**src/hw/tapd_map.vh**
```
// Constants for the test access port: controller state codes, instruction codes,
// register lengths, capture patterns and scan chain numbers.
// Included by the port design file; holds definitions only.
`ifndef TAPD_MAP_VH
`define TAPD_MAP_VH

// Controller state numbers, as presented on the state output.
`define TAPD_ST_EXIT2_DR 4'h0
`define TAPD_ST_EXIT1_DR 4'h1
`define TAPD_ST_SHIFT_DR 4'h2
`define TAPD_ST_PAUSE_DR 4'h3
`define TAPD_ST_SEL_IR 4'h4
`define TAPD_ST_UPDATE_DR 4'h5
`define TAPD_ST_CAPTURE_DR 4'h6
`define TAPD_ST_SEL_DR 4'h7
`define TAPD_ST_EXIT2_IR 4'h8
`define TAPD_ST_EXIT1_IR 4'h9
`define TAPD_ST_SHIFT_IR 4'ha
`define TAPD_ST_PAUSE_IR 4'hb
`define TAPD_ST_RUN_IDLE 4'hc
`define TAPD_ST_UPDATE_IR 4'hd
`define TAPD_ST_CAPTURE_IR 4'he
`define TAPD_ST_TEST_RESET 4'hf

// Instruction codes.
`define TAPD_IR_EXTEST 4'h0
`define TAPD_IR_SCAN_SEL 4'h2
`define TAPD_IR_SAMPLE 4'h3
`define TAPD_IR_RESTART 4'h4
`define TAPD_IR_INTEST 4'hc
`define TAPD_IR_IDCODE 4'he
`define TAPD_IR_BYPASS 4'hf

// Register lengths, capture patterns and reset values.
`define TAPD_IR_LEN 4
`define TAPD_IR_CAPTURE 4'h1
`define TAPD_IR_RESET `TAPD_IR_IDCODE
`define TAPD_ID_LEN 32
`define TAPD_CHAIN_LEN 5
`define TAPD_CHAIN_CAPTURE 5'h10
`define TAPD_CHAIN_RESET 5'h03
`define TAPD_BYPASS_CAPTURE 1'b0

// Scan chain numbers with a routing meaning.
`define TAPD_CHAIN_DEBUG 5'h01
`define TAPD_CHAIN_ICE 5'h02
`define TAPD_CHAIN_EXT 5'h03
`define TAPD_CHAIN_UNASSIGNED_MSB 4

// Data register path selections.
`define TAPD_DR_BYPASS 3'h0
`define TAPD_DR_IDENT 3'h1
`define TAPD_DR_CHAIN_SEL 3'h2
`define TAPD_DR_CHAIN1 3'h3
`define TAPD_DR_CHAIN2 3'h4
`define TAPD_DR_EXT 3'h5

`endif

```
**src/hw/tapd_port.v**
```verilog
// Test access port: controller, instruction register and decode, bypass,
// identification and chain-select registers, and serial routing of the scan chains.
// Assumes all inputs are synchronous to mclk and that debug_clock_enable qualifies
// every step of the port; the scan chains themselves live outside this module.
//
// Function
// Instruction register is four bits wide and carries no parity bit.
// Capture-instruction state loads the fixed pattern 0001 into the instruction register.
// Shift-instruction moves the instruction register, least significant bit first.
// Update-instruction makes the shifted value the current instruction.
// Port reset makes the identification-read instruction current.
// Inputs sampled and data-out changed only on enabled rising edges; the code forwards data-in to the external chain on every clock.
// Code 0000 routes the external chain between scan-out and scan-in.
// Controller must preload the boundary register with sample/preload before tests.
// Code 0010 selects five-bit chain-select register, capturing 10000, shifting chain number.
// Update-data under chain-select activates the chain; reset selects chain 3.
// Code 1100 connects selected chain and puts cells in test mode.
// Internal test captures cell values then shifts them out while new enters.
// Code 1110 connects the 32-bit identification register with cells in system mode.
// Identification register captures the identification pins; nothing programmable.
// Identification register ignores update-data and has no parallel output.
// Code 1111 inserts a one-bit bypass capturing 0, one clock delay.
// Unassigned codes act as bypass; bypass register ignores update-data.
// Code 0100 behaves exactly like bypass on the serial path.
// Restart instruction current makes the processor leave debug on entering idle.
// Selected data register advances one bit per enabled clock.
// Integrator ties the least significant identification bit to 1.
// External chains may be selected while internal test is current.
// Controller pulses test reset low then high; held low disables the port.
// Current controller state number appears on the four-bit state output.
// External chain routed for chain 3 or any number 16 to 31.
// Controller follows the sixteen-state boundary-scan machine on enabled edges.

`include "tapd_map.vh"

`default_nettype none

module tapd_port #(
	parameter IR_LEN = `TAPD_IR_LEN,
	parameter ID_LEN = `TAPD_ID_LEN,
	parameter CHAIN_LEN = `TAPD_CHAIN_LEN
) (
	input wire mclk,
	input wire srst,
	input wire test_reset_n,
	input wire debug_clock_enable,
	input wire serial_data_in,
	input wire mode_select_in,
	input wire [ID_LEN-1:0] ident_value_in,
	input wire ext_chain_scan_in,
	input wire chain1_serial_in,
	input wire chain2_serial_in,
	output reg serial_data_out,
	output reg ext_chain_scan_out,
	output reg [3:0] port_state_out,
	output reg [CHAIN_LEN-1:0] chain_number_out,
	output reg [IR_LEN-1:0] current_instr_out,
	output reg cells_test_mode,
	output reg debug_exit_pulse
);

	// Select values for the data register path.
	localparam [2:0] DR_BYPASS = `TAPD_DR_BYPASS;
	localparam [2:0] DR_IDENT = `TAPD_DR_IDENT;
	localparam [2:0] DR_CHAIN_SEL = `TAPD_DR_CHAIN_SEL;
	localparam [2:0] DR_CHAIN1 = `TAPD_DR_CHAIN1;
	localparam [2:0] DR_CHAIN2 = `TAPD_DR_CHAIN2;
	localparam [2:0] DR_EXT = `TAPD_DR_EXT;

	// The test reset pin is treated as a synchronous level, like every other input.
	// reset pulse
	wire port_reset = srst | ~test_reset_n;
	// enabled edges
	wire step = debug_clock_enable;

	reg [3:0] state_nxt;
	reg [IR_LEN-1:0] instr_shift_r;
	reg bypass_r;
	reg [ID_LEN-1:0] ident_shift_r;
	reg [CHAIN_LEN-1:0] chain_shift_r;
	reg [2:0] dr_path;
	reg chain_bit;

	// An edge leaving update-instruction installs the shifted code, so restart must look at it.
	wire [IR_LEN-1:0] instr_after = (port_state_out == `TAPD_ST_UPDATE_IR) ?
		instr_shift_r : current_instr_out;

	// Whether a chain number reaches the external chain pins.
	function ext_chain_num;
		input [CHAIN_LEN-1:0] num;
		begin
			// external chain numbers
			ext_chain_num = (num == `TAPD_CHAIN_EXT) || num[`TAPD_CHAIN_UNASSIGNED_MSB];
		end
	endfunction

	// Data register behind an instruction, given the active chain number.
	function [2:0] dr_decode;
		input [IR_LEN-1:0] instr;
		input [CHAIN_LEN-1:0] num;
		begin
			case (instr)
			`TAPD_IR_EXTEST: begin
				// external boundary chain
				dr_decode = DR_EXT;
			end
			`TAPD_IR_SAMPLE: begin
				// The boundary register sits on the external chain, so preload goes there.
				dr_decode = DR_EXT;
			end
			`TAPD_IR_SCAN_SEL: begin
				// chain-select path
				dr_decode = DR_CHAIN_SEL;
			end
			`TAPD_IR_INTEST: begin
				// selected chain
				if (num == `TAPD_CHAIN_DEBUG) begin
					dr_decode = DR_CHAIN1;
				end else if (num == `TAPD_CHAIN_ICE) begin
					dr_decode = DR_CHAIN2;
				// external chains in test
				end else if (ext_chain_num(num)) begin
					dr_decode = DR_EXT;
				end else begin
					// Reserved chain numbers have no chain, so bypass keeps the path defined.
					dr_decode = DR_BYPASS;
				end
			end
			`TAPD_IR_IDCODE: begin
				// identification path
				dr_decode = DR_IDENT;
			end
			default: begin
				// unassigned codes
				// restart as bypass
				dr_decode = DR_BYPASS;
			end
			endcase
		end
	endfunction

	// controller transitions
	always @* begin
		case (port_state_out)
		`TAPD_ST_TEST_RESET: begin
			state_nxt = mode_select_in ? `TAPD_ST_TEST_RESET : `TAPD_ST_RUN_IDLE;
		end
		`TAPD_ST_RUN_IDLE: begin
			state_nxt = mode_select_in ? `TAPD_ST_SEL_DR : `TAPD_ST_RUN_IDLE;
		end
		`TAPD_ST_SEL_DR: begin
			state_nxt = mode_select_in ? `TAPD_ST_SEL_IR : `TAPD_ST_CAPTURE_DR;
		end
		`TAPD_ST_CAPTURE_DR: begin
			state_nxt = mode_select_in ? `TAPD_ST_EXIT1_DR : `TAPD_ST_SHIFT_DR;
		end
		`TAPD_ST_SHIFT_DR: begin
			state_nxt = mode_select_in ? `TAPD_ST_EXIT1_DR : `TAPD_ST_SHIFT_DR;
		end
		`TAPD_ST_EXIT1_DR: begin
			state_nxt = mode_select_in ? `TAPD_ST_UPDATE_DR : `TAPD_ST_PAUSE_DR;
		end
		`TAPD_ST_PAUSE_DR: begin
			state_nxt = mode_select_in ? `TAPD_ST_EXIT2_DR : `TAPD_ST_PAUSE_DR;
		end
		`TAPD_ST_EXIT2_DR: begin
			state_nxt = mode_select_in ? `TAPD_ST_UPDATE_DR : `TAPD_ST_SHIFT_DR;
		end
		`TAPD_ST_UPDATE_DR: begin
			state_nxt = mode_select_in ? `TAPD_ST_SEL_DR : `TAPD_ST_RUN_IDLE;
		end
		`TAPD_ST_SEL_IR: begin
			state_nxt = mode_select_in ? `TAPD_ST_TEST_RESET : `TAPD_ST_CAPTURE_IR;
		end
		`TAPD_ST_CAPTURE_IR: begin
			state_nxt = mode_select_in ? `TAPD_ST_EXIT1_IR : `TAPD_ST_SHIFT_IR;
		end
		`TAPD_ST_SHIFT_IR: begin
			state_nxt = mode_select_in ? `TAPD_ST_EXIT1_IR : `TAPD_ST_SHIFT_IR;
		end
		`TAPD_ST_EXIT1_IR: begin
			state_nxt = mode_select_in ? `TAPD_ST_UPDATE_IR : `TAPD_ST_PAUSE_IR;
		end
		`TAPD_ST_PAUSE_IR: begin
			state_nxt = mode_select_in ? `TAPD_ST_EXIT2_IR : `TAPD_ST_PAUSE_IR;
		end
		`TAPD_ST_EXIT2_IR: begin
			state_nxt = mode_select_in ? `TAPD_ST_UPDATE_IR : `TAPD_ST_SHIFT_IR;
		end
		`TAPD_ST_UPDATE_IR: begin
			state_nxt = mode_select_in ? `TAPD_ST_SEL_DR : `TAPD_ST_RUN_IDLE;
		end
		default: begin
			state_nxt = `TAPD_ST_TEST_RESET;
		end
		endcase
	end

	// Path and serial bit of the selected data register.
	always @* begin
		dr_path = dr_decode(current_instr_out, chain_number_out);
		case (dr_path)
		DR_IDENT: begin
			chain_bit = ident_shift_r[0];
		end
		DR_CHAIN_SEL: begin
			chain_bit = chain_shift_r[0];
		end
		DR_CHAIN1: begin
			chain_bit = chain1_serial_in;
		end
		DR_CHAIN2: begin
			chain_bit = chain2_serial_in;
		end
		DR_EXT: begin
			chain_bit = ext_chain_scan_in;
		end
		default: begin
			chain_bit = bypass_r;
		end
		endcase
	end

	// Controller state, presented directly as the state output.
	always @(posedge mclk) begin
		if (port_reset) begin
			port_state_out <= `TAPD_ST_TEST_RESET;
		end else if (step) begin
			// state output
			port_state_out <= state_nxt;
		end
	end

	// Instruction shift register and current instruction.
	always @(posedge mclk) begin
		if (port_reset) begin
			instr_shift_r <= `TAPD_IR_CAPTURE;
			// identification on reset
			current_instr_out <= `TAPD_IR_RESET;
		end else if (step) begin
			case (port_state_out)
			`TAPD_ST_CAPTURE_IR: begin
				// four-bit register
				// capture pattern
				instr_shift_r <= `TAPD_IR_CAPTURE;
			end
			`TAPD_ST_SHIFT_IR: begin
				// instruction shift
				instr_shift_r <= {serial_data_in, instr_shift_r[IR_LEN-1:1]};
			end
			`TAPD_ST_UPDATE_IR: begin
				// instruction update
				current_instr_out <= instr_shift_r;
			end
			`TAPD_ST_TEST_RESET: begin
				current_instr_out <= `TAPD_IR_RESET;
			end
			default: begin
				instr_shift_r <= instr_shift_r;
			end
			endcase
		end
	end

	// Bypass, identification and chain-select registers.
	always @(posedge mclk) begin
		if (port_reset) begin
			bypass_r <= `TAPD_BYPASS_CAPTURE;
			ident_shift_r <= {ID_LEN{1'b0}};
			chain_shift_r <= `TAPD_CHAIN_CAPTURE;
			chain_number_out <= `TAPD_CHAIN_RESET;
		end else if (step) begin
			if (port_state_out == `TAPD_ST_CAPTURE_DR) begin
				if (dr_path == DR_BYPASS) begin
					// bypass captures zero
					bypass_r <= `TAPD_BYPASS_CAPTURE;
				end
				if (dr_path == DR_IDENT) begin
					// identification capture
					ident_shift_r <= ident_value_in;
				end
				if (dr_path == DR_CHAIN_SEL) begin
					chain_shift_r <= `TAPD_CHAIN_CAPTURE;
				end
			end
			// one bit per enabled clock
			if (port_state_out == `TAPD_ST_SHIFT_DR) begin
				if (dr_path == DR_BYPASS) begin
					bypass_r <= serial_data_in;
				end
				// shifted-in identification data goes nowhere
				if (dr_path == DR_IDENT) begin
					ident_shift_r <= {serial_data_in, ident_shift_r[ID_LEN-1:1]};
				end
				if (dr_path == DR_CHAIN_SEL) begin
					chain_shift_r <= {serial_data_in, chain_shift_r[CHAIN_LEN-1:1]};
				end
			end
			// chain becomes active
			if (port_state_out == `TAPD_ST_UPDATE_DR && dr_path == DR_CHAIN_SEL) begin
				chain_number_out <= chain_shift_r;
			end
		end
	end

	// Serial data out and the forwarded data-in for the scan chains.
	always @(posedge mclk) begin
		if (port_reset) begin
			serial_data_out <= 1'b0;
			ext_chain_scan_out <= 1'b0;
		end else begin
			// Forwarding on every clock keeps the chains fed whatever the enable pattern.
			ext_chain_scan_out <= serial_data_in;
			if (step) begin
				// instruction bits out
				if (port_state_out == `TAPD_ST_SHIFT_IR) begin
					serial_data_out <= instr_shift_r[0];
				// captured data out
				end else if (port_state_out == `TAPD_ST_SHIFT_DR) begin
					serial_data_out <= chain_bit;
				end
			end
		end
	end

	// Scan cell mode and the debug exit request.
	always @(posedge mclk) begin
		if (port_reset) begin
			cells_test_mode <= 1'b0;
			debug_exit_pulse <= 1'b0;
		end else begin
			// cells in test mode
			// system mode otherwise
			cells_test_mode <= (current_instr_out == `TAPD_IR_INTEST);
			// leave debug on idle entry
			debug_exit_pulse <= step && (instr_after == `TAPD_IR_RESTART) &&
				(state_nxt == `TAPD_ST_RUN_IDLE) &&
				(port_state_out != `TAPD_ST_RUN_IDLE);
		end
	end

endmodule

`default_nettype wire

```
**config.mk**
```make
export PLATFORM = sky130hd
export DESIGN_NAME = tapd_port
export DESIGN_NICKNAME = d
export VERILOG_FILES = /design/src/hw/tapd_port.v
export VERILOG_INCLUDE_DIRS = /design/src /design/src/hw
export SDC_FILE = /design/constraint.sdc
export NUM_CORES = 1
export LEC_CHECK = 0
export ABC_AREA = 1
export BUFFER_PORTS_ARGS = -buffer_cell sky130_fd_sc_hd__buf_2
export CAP_MARGIN = 10
export CORE_MARGIN = 2
export CORE_UTILIZATION = 55
export DETAILED_ROUTE_END_ITERATION = 10
export PLACE_DENSITY_LB_ADDON = 0.25
export SLEW_MARGIN = 5
export SYNTH_ARGS = -nofsm -noshare
export SYNTH_HDL_FRONTEND = slang
export SYNTH_SLANG_ARGS = --single-unit
```
**constraint.sdc**
```tcl
create_clock -name mclk -period 1.6 [get_ports mclk]
set_input_delay 0.32 -clock mclk [delete_from_list [all_inputs] [get_ports mclk]]
set_output_delay 0.32 -clock mclk [all_outputs]
set_load 0.02 [all_outputs]
```
Word-level counts from Yosys, hierarchy flattened
Index checks and enable logic that the tools add are counted.
{ "classes": {"eq_ne": 30, "reduce_logical": 19, "bitwise_logic": 2, "mux": 35} }
{ "ops": {"columns": ["cell", "n"], "rows": [
  ["2-to-1 mux 32 bit", 4],
  ["one-hot mux 4 bit (12 select lines)", 1],
  ["== test 4 bit, second input constant", 11],
  ["2-to-1 mux 3 bit", 7],
  ["== test 4 x 3 -> 1 bit, second input constant", 5],
  ["2-to-1 mux 5 bit", 4],
  ["== test 4 x 2 -> 1 bit, second input constant", 4],
  ["one-hot mux 4 bit (2 select lines)", 2],
  ["2-to-1 mux 2 bit", 6],
  ["one-hot mux 3 bit (4 select lines)", 1],
  ["== test 5 x 2 -> 1 bit, second input constant", 2],
  ["logical NOT 4 bit", 2],
  ["2-to-1 mux 4 bit", 2],
  ["AND reduction 2 bit", 4],
  ["2-to-1 mux 1 bit", 7],
  ["== test 3 x 2 -> 1 bit, second input constant", 2],
  ["== test 3 bit, second input constant", 2],
  ["nonzero test 2 bit", 3],
  ["OR reduction 2 bit", 3],
  ["== test 5 x 1 -> 1 bit, second input constant", 1],
  ["one-hot mux 1 bit (5 select lines)", 1],
  ["== test 4 x 1 -> 1 bit, second input constant", 1],
  ["logical AND 1 bit", 4],
  ["!= test 4 bit, second input constant", 1],
  ["6 further kinds", 6]
]} }
{ "word_totals": {"wordCells": 97, "inputBits": 41, "regBits": 59} }

Longest topological paths before layout
Gate-level depths: netlist of run 1.
{ "depth": {"depth_word": 11, "mapped_depth": 14} }

Least setup slack after synthesis of run 1
Ideal clock, no wire load.
{ "synth_path": {"path_kind": "register to register", "from": "register current_instr_out[0]", "to": "register ident_shift_r[30]", "path_slack_ps": 17, "path_stages_with_launch": 12, "required_time_ps": 1462, "arrival_time_ps": 1445, "cell_sequence": "dfxtp_1 > inv_2 > nand2_2 > inv_4 > nand2_4 > inv_4 > nand3_4 > buf_12 > mux2i_1 > nand2_1 > o211ai_1 > a21oi_1"} }
{ "synth_between": {"elab_chain_len": 8, "elab_cells_between_ends": 12, "classes_between": "eq/ne (5); mux (5); reduce/logical (2)"} }
{ "synth_rtl": {"columns": ["element", "line_no", "source"], "rows": [
  ["start, declared", "tapd_port.v:57", "output reg [IR_LEN-1:0] current_instr_out,"],
  ["start signal, assigned", "tapd_port.v:239", "current_instr_out <= `TAPD_IR_RESET;"],
  ["start signal, assigned", "tapd_port.v:253", "current_instr_out <= instr_shift_r;"],
  ["start signal, assigned", "tapd_port.v:256", "current_instr_out <= `TAPD_IR_RESET;"],
  ["== test 4 x 2 -> 1 bit or logical NOT 4 bit (tied branches)", "tapd_port.v:102", "case (instr)"],
  ["OR reduction 2 bit (no source line)", null, null],
  ["one-hot mux 3 bit (4 select lines) (*)", "tapd_port.v:102", null],
  ["== test 3 x 1 -> 1 bit (*)", "tapd_port.v:278, tapd_port.v:292", null],
  ["2-to-1 mux 32 bit", "tapd_port.v:278", "if (dr_path == DR_IDENT) begin"],
  ["2-to-1 mux 32 bit", "tapd_port.v:273", "if (port_state_out == `TAPD_ST_CAPTURE_DR) begin"],
  ["2-to-1 mux 32 bit", "tapd_port.v:292", "if (dr_path == DR_IDENT) begin"],
  ["2-to-1 mux 32 bit (*)", "tapd_port.v:287", "if (port_state_out == `TAPD_ST_SHIFT_DR) begin"],
  ["end signal, assigned", "tapd_port.v:269", "ident_shift_r <= {ID_LEN{1'b0}};"],
  ["end signal, assigned", "tapd_port.v:280", "ident_shift_r <= ident_value_in;"],
  ["end signal, assigned", "tapd_port.v:293", "ident_shift_r <= {serial_data_in, ident_shift_r[ID_LEN-1:1]};"],
  ["end, declared", "tapd_port.v:79", "reg [ID_LEN-1:0] ident_shift_r;"]
]} }
Mark *: on every way between the ends. The rest lies on a longest branch, timed or not.
A chain may end at the register's enable or synchronous reset.

Worst setup path after layout of run 1
{ "layout_path": {"from": "register current_instr_out[0]", "to": "register ident_shift_r[18]"} }
The elaborated chain is that of the path after synthesis.

==> results of run 1 <==
-- worst min-delay path: stages --
cell,delay (ns)
buf_2,0.13
inv_1,0.10
nor2_1,0.05
-- area by class of cell --
type / instances / area (um^2) / share of cell area
timing repair buffer: 86 / 570.5 / 0.1414
multi-input combinational: 316 / 1837 / 0.4551
sequential: 59 / 1196 / 0.2963
tap: 75 / 93.84 / 0.02325
clock buffer: 11 / 141.4 / 0.03503
clock inverter: 5 / 52.55 / 0.01302
inverter: 36 / 145.1 / 0.03596
-- cells in the mapped netlist, types with 2 or more instances --
master	instances	area (um^2)
a211oi_1	2	15.01
a21oi_1	36	180.2
a21oi_2	4	35.03
a221o_1	4	40.04
buf_1	2	7.510
buf_12	3	60.06
buf_2	12	60.06
buf_4	2	15.01
clkbuf_1	8	30.03
dfxtp_1	59	1181
inv_1	25	93.84
inv_2	9	33.78
inv_4	2	12.51
mux2i_1	32	320.3
nand2_1	114	427.9
nand2_2	2	12.51
nand2_4	2	22.52
nand3_1	17	85.08
nor2_1	30	112.6
nor2_2	3	18.77
nor3_1	4	20.02
o211ai_1	40	300.3
o211ai_2	4	50.05
o21ai_0	12	60.06
-- worst min-delay path by stage --
| stage | cells past startpoint | from | end |
|---|---|---|---|
| 5_1_grt | 3 | serial_data_in | ext_chain_scan_out |
| 6_report | 3 | serial_data_in | ext_chain_scan_out |
| 4_1_cts | 3 | serial_data_in | ext_chain_scan_out |
| 3_3_place_gp | 2 | bypass_r | bypass_r |
| 2_1_floorplan | 2 | bypass_r | bypass_r |
| 3_5_place_dp | 2 | bypass_r | bypass_r |
-- where the power goes --
part	leakage, nW	internal, mW	total, mW	switching (mW)
registers	0.475	1.48	1.51	0.0210
logic	1.51	0.152	0.380	0.228
clock network	0.0991	0.754	1.35	0.599
total	2.09	2.39	3.24	0.848
-- logic make-up (layout without fill, tap and decap cells) --
group	count (synthesis)	count (layout)	share of synthesized area
compound gates	109	109	0.2233
flops	59	59	0.3585
mux	32	32	0.09723
buf+inv	64	138	0.09837
simple gates	175	175	0.2226
-- registers in the layout, indices dropped and copies added, names as in the netlist --
name / count
ident_shift_r: 32
serial_data_out: 1
instr_shift_r: 4
cells_test_mode: 1
chain_shift_r: 5
bypass_r: 1
debug_exit_pulse: 1
chain_number_out: 5
port_state_out: 4
ext_chain_scan_out: 1
current_instr_out: 4
-- metal layers --
layer / global-route usage / vias to the layer above
li1: - / 1642
met1: 0.3157 / 1490
met2: 0.3943 / 96
met3: 0.03333 / 12
met4: 0.08475 / 0
met5: 0 / -
-- per-stage QoR --
step                hold slack [ns]    util
floorplan                    0.4291       -
global placement             0.4460  0.6396
detailed placement           0.4568  0.6396
CTS                          0.2930  0.6728
global route                 0.3127  0.6899
finish                       0.3110  0.6899
-- timing repair --
action	CTS	global route
setup buffers	0	1
endpoints found under the hold margin	0	0
hold buffers	0	0
endpoints found under the setup margin	0	43
gates resized for setup	0	24
==> reports/results.tsv, run 1 <==
stage	metric	value	unit
yosys	number of flops mapped to enable cells by yosys	0	
setup_path	r2r worst-path depth	11	
timing	Fmax	0.6568	GHz
timing	Final setup viols	0	
timing	worst-margin pin slew	0.4493	ns
setup_path	Crit Reg-Reg Endpoint	ident_shift_r[18]	
routing	drt first pass iters	5	
routing	Final ANT Viol Nets	0	
setup_path	CP bufs+invs	4	
routing	DRT iter0 DRCs	226	
hold_path	type of the worst min-delay path	in2reg	
die	Core ar.	0.005851	mm^2
placed_design	GPL Wtd Cong	0.9224	
timing	Relative slew margins	0.7005	
setup_path	WP depth	11	
routing	vias per inst	5.510	
yosys	sequential area share after synthesis	0.3585	
timing	worst setup margin	0.07753	ns
clock_network	H-tree depth	3	
setup_path	critical path endpoint category	register	
global_routing	maximum number of pins on one net before global-route repair	40	
yosys	synthesized cell area	0.003294	mm^2
routing	Avg WL per Cell	13.56	um
timing	Hold Vio Cnt, Final	0	
placed_design	dpl cell area	0.003742	mm^2
global_routing	first-pass GRT wire length	12410	um
yosys	YS warnings	0	
finish	commonest non-fill, non-tap cells in the layout	113 x nand2_1, 57 x buf_2, 51 x dfxtp_1	
setup_path	max incr delay on CP	0.36	ns
setup_path	Worst Setup EP	ident_shift_r[18]	
setup_path	Reg2Reg Setup Slack	0.08	ns
pwr	Power Dens Cells	802.4	mW/mm^2
routing	Top Layer Used	met4	
finish	most common cell after layout, fill and taps aside	nand2_1	
global_routing	GR Util All Layers	0.2381	
finish	share of cells above drive strength 1	0.2807	
routing	DRC	0	
timing	Clock Skew	0.009555	ns
pwr	peak supply drop	0.0005205	V
timing	RSZ-0062 raised after global routing	true	
finish	area grow syn2layout	22.52	%
yosys	most common flop cell mapped by yosys	dfxtp_1	
clock_network	CTS root buffer	clkbuf_8	
die	IO Pins	58	
clock_network	CTS Buf Count	9	
global_routing	vias in the first global route	2799	
setup_path	startpoint types	register	
yosys	Synth Instances	439	
routing	met1 WL	3626	um
setup_path	critical path arrival	1.72	ns
setup_path	Critical Path Start	current_instr_out[0]	
routing	via count	3240	
timing	post-route minimum period	1.522	ns
routing	Detail Route met2 WL	3825	um
placed_design	post-DP HPWL	5380	um
die	DIE WIDTH	81.40	um
yosys	Mapped Avg Cell Area	7.504	um^2
die	std cell rows	28	
placed_design	pre-CTS setup slack	0.01556	ns
die	initial core utilization	0.5631	
global_routing	initial antenna violation count	0	
placed_design	placed cell count	570	
die	Die Area	0.006625	mm^2
status	status	finished clean	
clock_network	CTS tree	built	
timing	period utilization	0.9515	
routing	metal3 WL	394	um
setup_path	Slowest-stage cell, CP	dfxtp_2	
die	Die H	81.40	um
clock_network	Clk Latency, worst-skew pair	0.33	ns
setup_path	CP max FO	17	
global_routing	grt ovf	0	
finish	Fill cells	496	
setup_path	start of the worst register-to-register path	current_instr_out[0]	
setup_path	WP data required	1.80	ns
yosys	Synth Net Count	480	
placed_design	Port Buffer Count	57	
pwr	Tot Pwr	3.239	mW
finish	post-route insts no fill	588	
yosys	share of flip-flops with an asynchronous set or reset	0	
flow_run	Max-cap violations	0	
yosys	Yosys reg bits	59	
setup_path	Crit path max-delay family	flip-flops	
clock_network	clock-pin slew on the worst setup and hold paths	0.07	ns
yosys	synth unique cells	35	
timing	Final Max Tran Viols	0	
finish	cell area after layout	0.004036	mm^2
clock_network	clock sinks	59	
timing	final setup TNS	0	ns
routing	WL final	7973	um
clock_network	CTS Buffer Depth	2	
setup_path	CP Class	reg2reg	
finish	number of nets in the layout	549	
setup_path	Critical Path, Cell by Cell	inv_2 > nand2_4 > inv_6 > nand2_8 > inv_4 > nand3_4 > buf_12 > mux2i_1 > nand2_1 > o211ai_1 > a21oi_1	
finish	Antenna Cells	0	
pwr	Lkg Pwr	2.086	nW
Power figures use the tool's default switching activity.
==> inputs of run 2 (changes only) <==
ABC_AREA = 0   (was 1)
CORE_UTILIZATION = 54   (was 55)
CTS_BUF_LIST = sky130_fd_sc_hd__clkbuf_4 sky130_fd_sc_hd__clkbuf_8 sky130_fd_sc_hd__clkbuf_16   (was default)
==> run 2 against run 1 <==
The run now ends with setup timing left. Largest power group is now the clock network. Sequential share of layout area up 4.3 points. Worst hold slack got worse by 0.050 ns. Via count shrank 17%. Global-route usage up 2.2 points. Design area fell by 13%. Sequential cell count stayed put. Routed wire length decreased by 9.5%. Non-clock buffer count down 4. Critical path type unchanged. Highest routed layer unchanged. Critical endpoint is now ident_shift_r[15].
==> reports/results.tsv, run 2 <==
stage	metric	value	unit	change
placed_design	post-DP HPWL	4461	um	was 5380 um
setup_path	WP data required	1.87	ns	was 1.80 ns
flow_run	Max-cap violations	0		unchanged
setup_path	CP bufs+invs	1		was 4
hold_path	WHS Endpoint	ident_shift_r[14]		was ext_chain_scan_out
timing	RSZ-0062 raised after global routing	true		unchanged
global_routing	maximum number of pins on one net before global-route repair	33		was 40
die	std cell rows	25		was 28
setup_path	max incr delay on CP	0.34	ns	was 0.36 ns
yosys	share of flip-flops with an asynchronous set or reset	0		unchanged
yosys	Mapped Avg Cell Area	8.350	um^2	was 7.504 um^2
timing	Final setup viols	1		was 0
global_routing	first-pass GRT wire length	11070	um	was 12410 um
pwr	Power Dens Cells	911.4	mW/mm^2	was 802.4 mW/mm^2
finish	Top reg by flops	ident_shift_r		unchanged
finish	number of nets in the layout	426		was 549
timing	Fmax	0.6193	GHz	was 0.6568 GHz
die	initial core utilization	0.5603		was 0.5631
finish	Antenna Cells	0		unchanged
clock_network	CTS hold repair buffers	0		unchanged
setup_path	critical path arrival	1.89	ns	was 1.72 ns
yosys	number of flops mapped to enable cells by yosys	0		unchanged
timing	worst-margin pin slew	0.4667	ns	was 0.4493 ns
hold_path	worst hold path startpoint	ident_value_in[14]		was serial_data_in
placed_design	pre-CTS setup slack	-0.02638	ns	was 0.01556 ns
routing	DRT iter0 DRCs	260		was 226
hold_path	type of the worst min-delay path	in2reg		unchanged
routing	Final ANT Viol Nets	0		unchanged
die	DIE WIDTH	74.24	um	was 81.40 um
status	status	complete, but fails checks		was finished clean
finish	share of cells above drive strength 1	0.3436		was 0.2807
setup_path	critical path endpoint category	register		unchanged
clock_network	Clk Latency, worst-skew pair	0.34	ns	was 0.33 ns
yosys	Synth Instances	319		was 439
clock_network	CTS root buffer	clkbuf_8		unchanged
routing	WL final	7218	um	was 7973 um
setup_path	Crit Reg-Reg Endpoint	ident_shift_r[15]		was ident_shift_r[18]
setup_path	r2r worst-path depth	6		was 11
pwr	Lkg Pwr	1.404	nW	was 2.086 nW
clock_network	CTS Buf Count	9		unchanged
routing	Avg WL per Cell	15.79	um	was 13.56 um
die	Die H	74.24	um	was 81.40 um
status	violated checks	setup timing		
yosys	Synth Net Count	360		was 480
yosys	Yosys reg bits	59		unchanged
timing	Clock Skew	0.01019	ns	was 0.009555 ns
global_routing	GR Util All Layers	0.2605		was 0.2381
routing	via count	2700		was 3240
yosys	most common flop cell mapped by yosys	dfxtp_1		unchanged
setup_path	Reg2Reg Setup Slack	-0.01	ns	was 0.08 ns
timing	Hold Vio Cnt, Final	0		unchanged
yosys	Synth area leaders	dfxtp_1 44%, a21oi_1 8.3%, o22ai_1 7.8%, o21ai_0 6.0%, nor2_1 3.2%		was dfxtp_1 36%, nand2_1 13%, mux2i_1 9.7%, o211ai_1 9.1%, a21oi_1 5.5%
routing	vias per inst	5.908		was 5.510
clock_network	CTS tree	built		unchanged
hold_path	Hold Crit Depth	3		unchanged
yosys	synth unique cells	42		was 35
global_routing	vias in the first global route	2395		was 2799
setup_path	Crit path max-delay family	simple AND/OR/NAND/NOR gates		was flip-flops
setup_path	CP max FO	8		was 17
finish	commonest non-fill, non-tap cells in the layout	57 x buf_2, 56 x dfxtp_1, 38 x a21oi_1		was 113 x nand2_1, 57 x buf_2, 51 x dfxtp_1
finish	max FFs per register	32		unchanged
pwr	peak supply drop	0.0007535	V	was 0.0005205 V
placed_design	Port Buffer Count	57		unchanged
setup_path	CP Class	reg2reg		unchanged
timing	Final Max Tran Viols	0		unchanged
global_routing	initial antenna violation count	0		unchanged
yosys	sequential area share after synthesis	0.4434		was 0.3585
finish	post-route insts no fill	457		was 588
yosys	most frequent cells after synthesis	59 x dfxtp_1, 44 x a21oi_1, 33 x o22ai_1, 32 x o21ai_0, 23 x nor2_1		was 114 x nand2_1, 59 x dfxtp_1, 40 x o211ai_1, 36 x a21oi_1, 32 x mux2i_1
setup_path	start of the worst register-to-register path	current_instr_out[0]		unchanged
routing	DRC	0		unchanged
clock_network	clock-pin slew on the worst setup and hold paths	0.07	ns	about the same
timing	Relative slew margins	0.6889		was 0.7005
global_routing	grt ovf	0		unchanged
routing	drt first pass iters	4		was 5
timing	final setup TNS	-0.01479	ns	was 0 ns
yosys	top-area cell type share of the netlist area	0.4434		was 0.3585
timing	worst setup margin	-0.01479	ns	was 0.07753 ns
finish	area grow syn2layout	31.52	%	was 22.52%
clock_network	CTS Buffer Depth	2		unchanged
placed_design	GPL Wtd Cong	0.9214		was 0.9224
yosys	top-count cell post-synth	dfxtp_1		was nand2_1
setup_path	Slowest-stage cell, CP	and4b_4		was dfxtp_2
finish	Fill cells	360		was 496
placed_design	placed cell count	437		was 570
finish	Regs by FF count	ident_shift_r x32, chain_number_out x5, chain_shift_r x5		unchanged
die	IO Pins	58		unchanged
timing	post-route minimum period	1.615	ns	was 1.522 ns
finish	most common cell after layout, fill and taps aside	buf_2		was nand2_1
timing	worst hold slack	0.2607	ns	was 0.3110 ns
yosys	YS warnings	0		unchanged
finish	Post-Route Utilization	0.7368		was 0.6899
setup_path	startpoint types	register		unchanged
yosys	synthesized cell area	0.002664	mm^2	was 0.003294 mm^2
yosys	Synth area leader	dfxtp_1		unchanged
setup_path	Critical Path Start	current_instr_out[0]		unchanged
die	Die Area	0.005511	mm^2	was 0.006625 mm^2
clock_network	clock sinks	59		unchanged
setup_path	Critical Path, Cell by Cell	and2b_4 > and4b_1 > and4b_4 > clkbuf_16 > o21ai_2 > a21oi_1		was inv_2 > nand2_4 > inv_6 > nand2_8 > inv_4 > nand3_4 > buf_12 > mux2i_1 > nand2_1 > o211ai_1 > a21oi_1
timing	period utilization	1.009		was 0.9515
clock_network	H-tree depth	3		unchanged
die	Core ar.	0.004755	mm^2	was 0.005851 mm^2
run 2: cell types whose count changed after synthesis, moves of 20 or more:
| cell | before | now |
|---|---|---|
| o22ai_1 | 1 | 33 |
| o21ai_0 | 12 | 32 |
| o211ai_1 | 40 | 2 |
| mux2i_1 | 32 | 7 |
| nand2_1 | 114 | 12 |
| inv_1 | 25 | 1 |
run 2: metrics by stage:
stage,power (mW),area (um^2)
floorplan,1.607,2668
global placement,1.695,3090
detailed placement,1.696,3090
CTS,3.199,3319
global route,3.301,3503
finish,3.193,3503
run 2: how the worst max path moves through the flow:
| stage | endpoint | slack [ns] | depth (start not counted) |
|---|---|---|---|
| 2_1_floorplan | serial_data_out | 0.02 | 5 |
| 6_report | ident_shift_r[15] | -0.01 | 6 |
| 3_5_place_dp | serial_data_out | -0.03 | 5 |
| 5_1_grt | ident_shift_r[15] | -0.07 | 6 |
| 3_3_place_gp | serial_data_out | 0.04 | 5 |
| 4_1_cts | ident_shift_r[19] | 0.002 | 6 |
run 2: routing by layer:
layer,track usage,vias to the layer above,wire length (um)
met4,0.09325,0,83
li1,-,1325,-
met1,0.3785,1300,3399
met5,0,-,0
met2,0.3730,67,3405
met3,0.07046,8,330
run 2: layout make-up:
type	instances	area, um^2	share of cell area
inverters	1	3.754	0.001071
multi-input cells	232	1455	0.4154
well taps	67	83.83	0.02393
clock inverters	7	100.1	0.02857
flip-flops and latches	59	1187	0.3389
repair buffers	82	549.3	0.1568
clock buffers	9	123.9	0.03536
run 2: report_power, final:
part / internal, mW / switching, mW / total [mW]
combinational: 0.0846 / 0.114 / 0.199
sequential: 1.47 / 0.00593 / 1.48
clock: 0.886 / 0.630 / 1.52
total: 2.44 / 0.750 / 3.19
run 2: tightest hold or removal path, stage by stage:
cell and delay (ns):
buf_2 0.07, o22ai_1 0.05, a21oi_1 0.12
run 2: cells by family (layout without fill, tap and decap cells):
logic type      Yosys count  after routing  synth area share
flops                    59             59            0.4434
simple gates             84             84            0.1686
xor+xnor                  1              1          0.003289
compound gates          139            139            0.2992
buf+inv                  28             99           0.05496
mux                       8              8           0.03053
run 2: timing repair:
item | CTS | global route
resized for setup | 1 | 49
gates cloned | 0 | 3
pin swaps | 0 | 2
setup buffers | 0 | 1
setup endpoints to repair | 1 | 39
==> inputs of run 3 (changes only) <==
ABC_AREA = 1   (was 0)
CELL_PAD_IN_SITES_DETAIL_PLACEMENT = 1   (was default)
CELL_PAD_IN_SITES_GLOBAL_PLACEMENT = 1   (was default)
CORE_UTILIZATION = 41   (was 54)
==> run 3 against run 2 <==
The flow still finishes with violations (setup timing). Clock skew decreased by 0.0046 ns. Sequential share of layout area decreased by 5.1 points. Largest power group unchanged. Register-to-register slack about the same. Largest cell class unchanged. Cell count increased by 35%. Critical path depth increased by 4. Design area increased by 19%. Combinational power increased by 110%.
==> reports/results.tsv, run 3 (synthesis results as in run 1) <==
stage	metric	value	unit	change
status	status	complete, but fails checks		unchanged
status	violated checks	setup timing		unchanged
die	std cell rows	32		was 25
routing	vias per inst	5.461		was 5.908
clock_network	CTS root buffer	clkbuf_8		unchanged
die	Die Area	0.008768	mm^2	was 0.005511 mm^2
global_routing	vias in the first global route	3333		was 2395
timing	Relative slew margins	0.6894		was 0.6889
finish	Regs by FF count	ident_shift_r x32, chain_number_out x5, chain_shift_r x5		unchanged
placed_design	Port Buffer Count	57		unchanged
die	Die H	93.64	um	was 74.24 um
finish	max FFs per register	32		unchanged
finish	number of nets in the layout	550		was 426
pwr	Switching Fraction	0.2469		was 0.2350
global_routing	maximum number of pins on one net before global-route repair	51		was 33
setup_path	startpoint types	register		unchanged
pwr	Lkg Pwr	2.129	nW	was 1.404 nW
routing	Avg WL per Cell	16.55	um	was 15.79 um
routing	WL final	10200	um	was 7218 um
clock_network	CTS tree	built		unchanged
routing	drt first pass iters	4		unchanged
timing	worst-margin pin slew	0.4659	ns	was 0.4667 ns
timing	Final Max Tran Viols	0		unchanged
timing	Hold Vio Cnt, Final	0		unchanged
clock_network	H-tree depth	3		unchanged
timing	worst setup margin	-0.02200	ns	was -0.01479 ns
routing	Final ANT Viol Nets	0		unchanged
clock_network	clock-pin slew on the worst setup and hold paths	0.07	ns	about the same
clock_network	Clk Latency, worst-skew pair	0.34	ns	about the same
setup_path	max incr delay on CP	0.37	ns	was 0.34 ns
timing	Final setup viols	3		was 1
setup_path	CP max FO	9		was 8
setup_path	Slowest-stage cell, CP	dfxtp_4		was and4b_4
placed_design	GPL Wtd Cong	0.9122		was 0.9214
pwr	Tot Pwr	3.635	mW	was 3.193 mW
finish	most common cell after layout, fill and taps aside	nand2_1		was buf_2
finish	Antenna Cells	0		unchanged
global_routing	first-pass GRT wire length	15910	um	was 11070 um
flow_run	Max-cap violations	0		unchanged
die	IO Pins	58		unchanged
placed_design	post-DP HPWL	6414	um	was 4461 um
timing	period utilization	1.014		was 1.009
timing	post-route minimum period	1.622	ns	was 1.615 ns
die	DIE WIDTH	93.64	um	was 74.24 um
pwr	Clock Power Share	0.472		was 0.475
hold_path	type of the worst min-delay path	in2reg		unchanged
die	Core ar.	0.007767	mm^2	was 0.004755 mm^2
pwr	Flop pwr share	0.414		was 0.463
routing	DRT iter0 DRCs	115		was 260
setup_path	WP data required	1.82	ns	was 1.87 ns
global_routing	grt ovf	0		unchanged
routing	via count	3364		was 2700
pwr	Psw	897.5	uW	was 750.4 uW
die	initial core utilization	0.4241		was 0.5603
finish	Top reg by flops	ident_shift_r		unchanged
clock_network	CTS Buffer Depth	2		unchanged
finish	post-route insts no fill	616		was 457
finish	commonest non-fill, non-tap cells in the layout	112 x nand2_1, 57 x buf_2, 51 x dfxtp_1		was 57 x buf_2, 56 x dfxtp_1, 38 x a21oi_1
pwr	Power Dens Cells	870.9	mW/mm^2	was 911.4 mW/mm^2
setup_path	CP Class	reg2reg		unchanged
placed_design	placed cell count	592		was 437
timing	RSZ-0062 raised after global routing	true		unchanged
global_routing	GR Util All Layers	0.2277		was 0.2605
finish	area grow syn2layout	26.70	%	was 31.52%
finish	share of cells above drive strength 1	0.2918		was 0.3436
global_routing	initial antenna violation count	0		unchanged
setup_path	critical path endpoint category	register		unchanged
timing	Fmax	0.6165	GHz	was 0.6193 GHz
routing	DRC	0		unchanged
clock_network	clock sinks	59		unchanged
pwr	Int Power	2.738	mW	was 2.443 mW
pwr	Logic pwr share	0.114		was 0.062
setup_path	critical path arrival	1.84	ns	was 1.89 ns
pwr	peak supply drop	0.0005733	V	was 0.0007535 V
setup_path	Critical Path, Cell by Cell	nand2_2 > inv_2 > nand2_8 > inv_4 > nand3_4 > clkbuf_16 > mux2i_1 > nand2_1 > o211ai_2 > a21oi_2		was and2b_4 > and4b_1 > and4b_4 > clkbuf_16 > o21ai_2 > a21oi_1
clock_network	CTS Buf Count	9		unchanged
timing	Clock Skew	0.005616	ns	was 0.01019 ns
## run 3: area by class of cell
class	count	area [um^2]
Timing Repair Buffer	87	608.1
Multi-Input combinational cell	316	1844
Clock inverter	5	100.1
Sequential cell	59	1201
Clock buffer	11	145.1
Inverter	36	147.6
Tap cell	102	127.6
Fill cell	990	3593
## run 3: metal layers
metal | global-route usage | up-vias | routed length, um
li1 | - | 1647 | -
met3 | 0.03707 | 7 | 255
met2 | 0.3933 | 45 | 5185
met1 | 0.2906 | 1665 | 4668
met4 | 0.07005 | 0 | 87
met5 | 0 | - | 0
## run 3: power groups by stage
stage | registers (mW) | clock network [mW] | logic, mW
5_1_grt | 1.51 | 1.81 | 0.451
3_5_place_dp | 1.54 | 0 | 0.365
3_3_place_gp | 1.54 | 0 | 0.360
6_report | 1.50 | 1.71 | 0.416
2_1_floorplan | 1.54 | 0 | 0.215
4_1_cts | 1.50 | 1.74 | 0.370
## run 3: worst paths after layout
path                                           start                 end  slack, ns  cells past startpoint
worst max-delay path            current_instr_out[2]    ident_shift_r[7]      -0.02                     10
worst min-delay path                  serial_data_in  ext_chain_scan_out       0.27                      3
worst max register to register  current_instr_out[2]    ident_shift_r[7]      -0.02                     10
worst min register to register              bypass_r            bypass_r       0.47                      2
## run 3: critical path: cells and delay by family (launching register included)
kind            cells  cell delay (ns)
flops               1             0.37
simple gates        4             0.39
mux                 1             0.19
compound gates      2             0.14
buf+inv             3             0.39
## run 3: repair_timing
item	in CTS	in global routing
cloned	0	2
hold buffers	0	0
resized for setup	6	24
pin swaps	2	6
buffers inserted	0	6
hold endpoints to repair	0	0
setup endpoints to repair	27	40
## run 3: metrics by stage
| stage | instance area [um^2] | util | hold WS [ns] | setup TNS [ns] | worst slack, ns |
|---|---|---|---|---|---|
| floorplan | 3294 | - | 0.4291 | 0 | 0.01694 |
| global placement | 3751 | 0.4829 | 0.4520 | 0 | 0.02674 |
| detailed placement | 3751 | 0.4829 | 0.4597 | -0.07632 | -0.05115 |
| CTS | 4009 | 0.5161 | 0.2765 | -0.00001210 | -0.00001210 |
| global route | 4174 | 0.5374 | 0.3092 | -1.808 | -0.1176 |
| finish | 4174 | 0.5374 | 0.2740 | -0.03438 | -0.02200 |
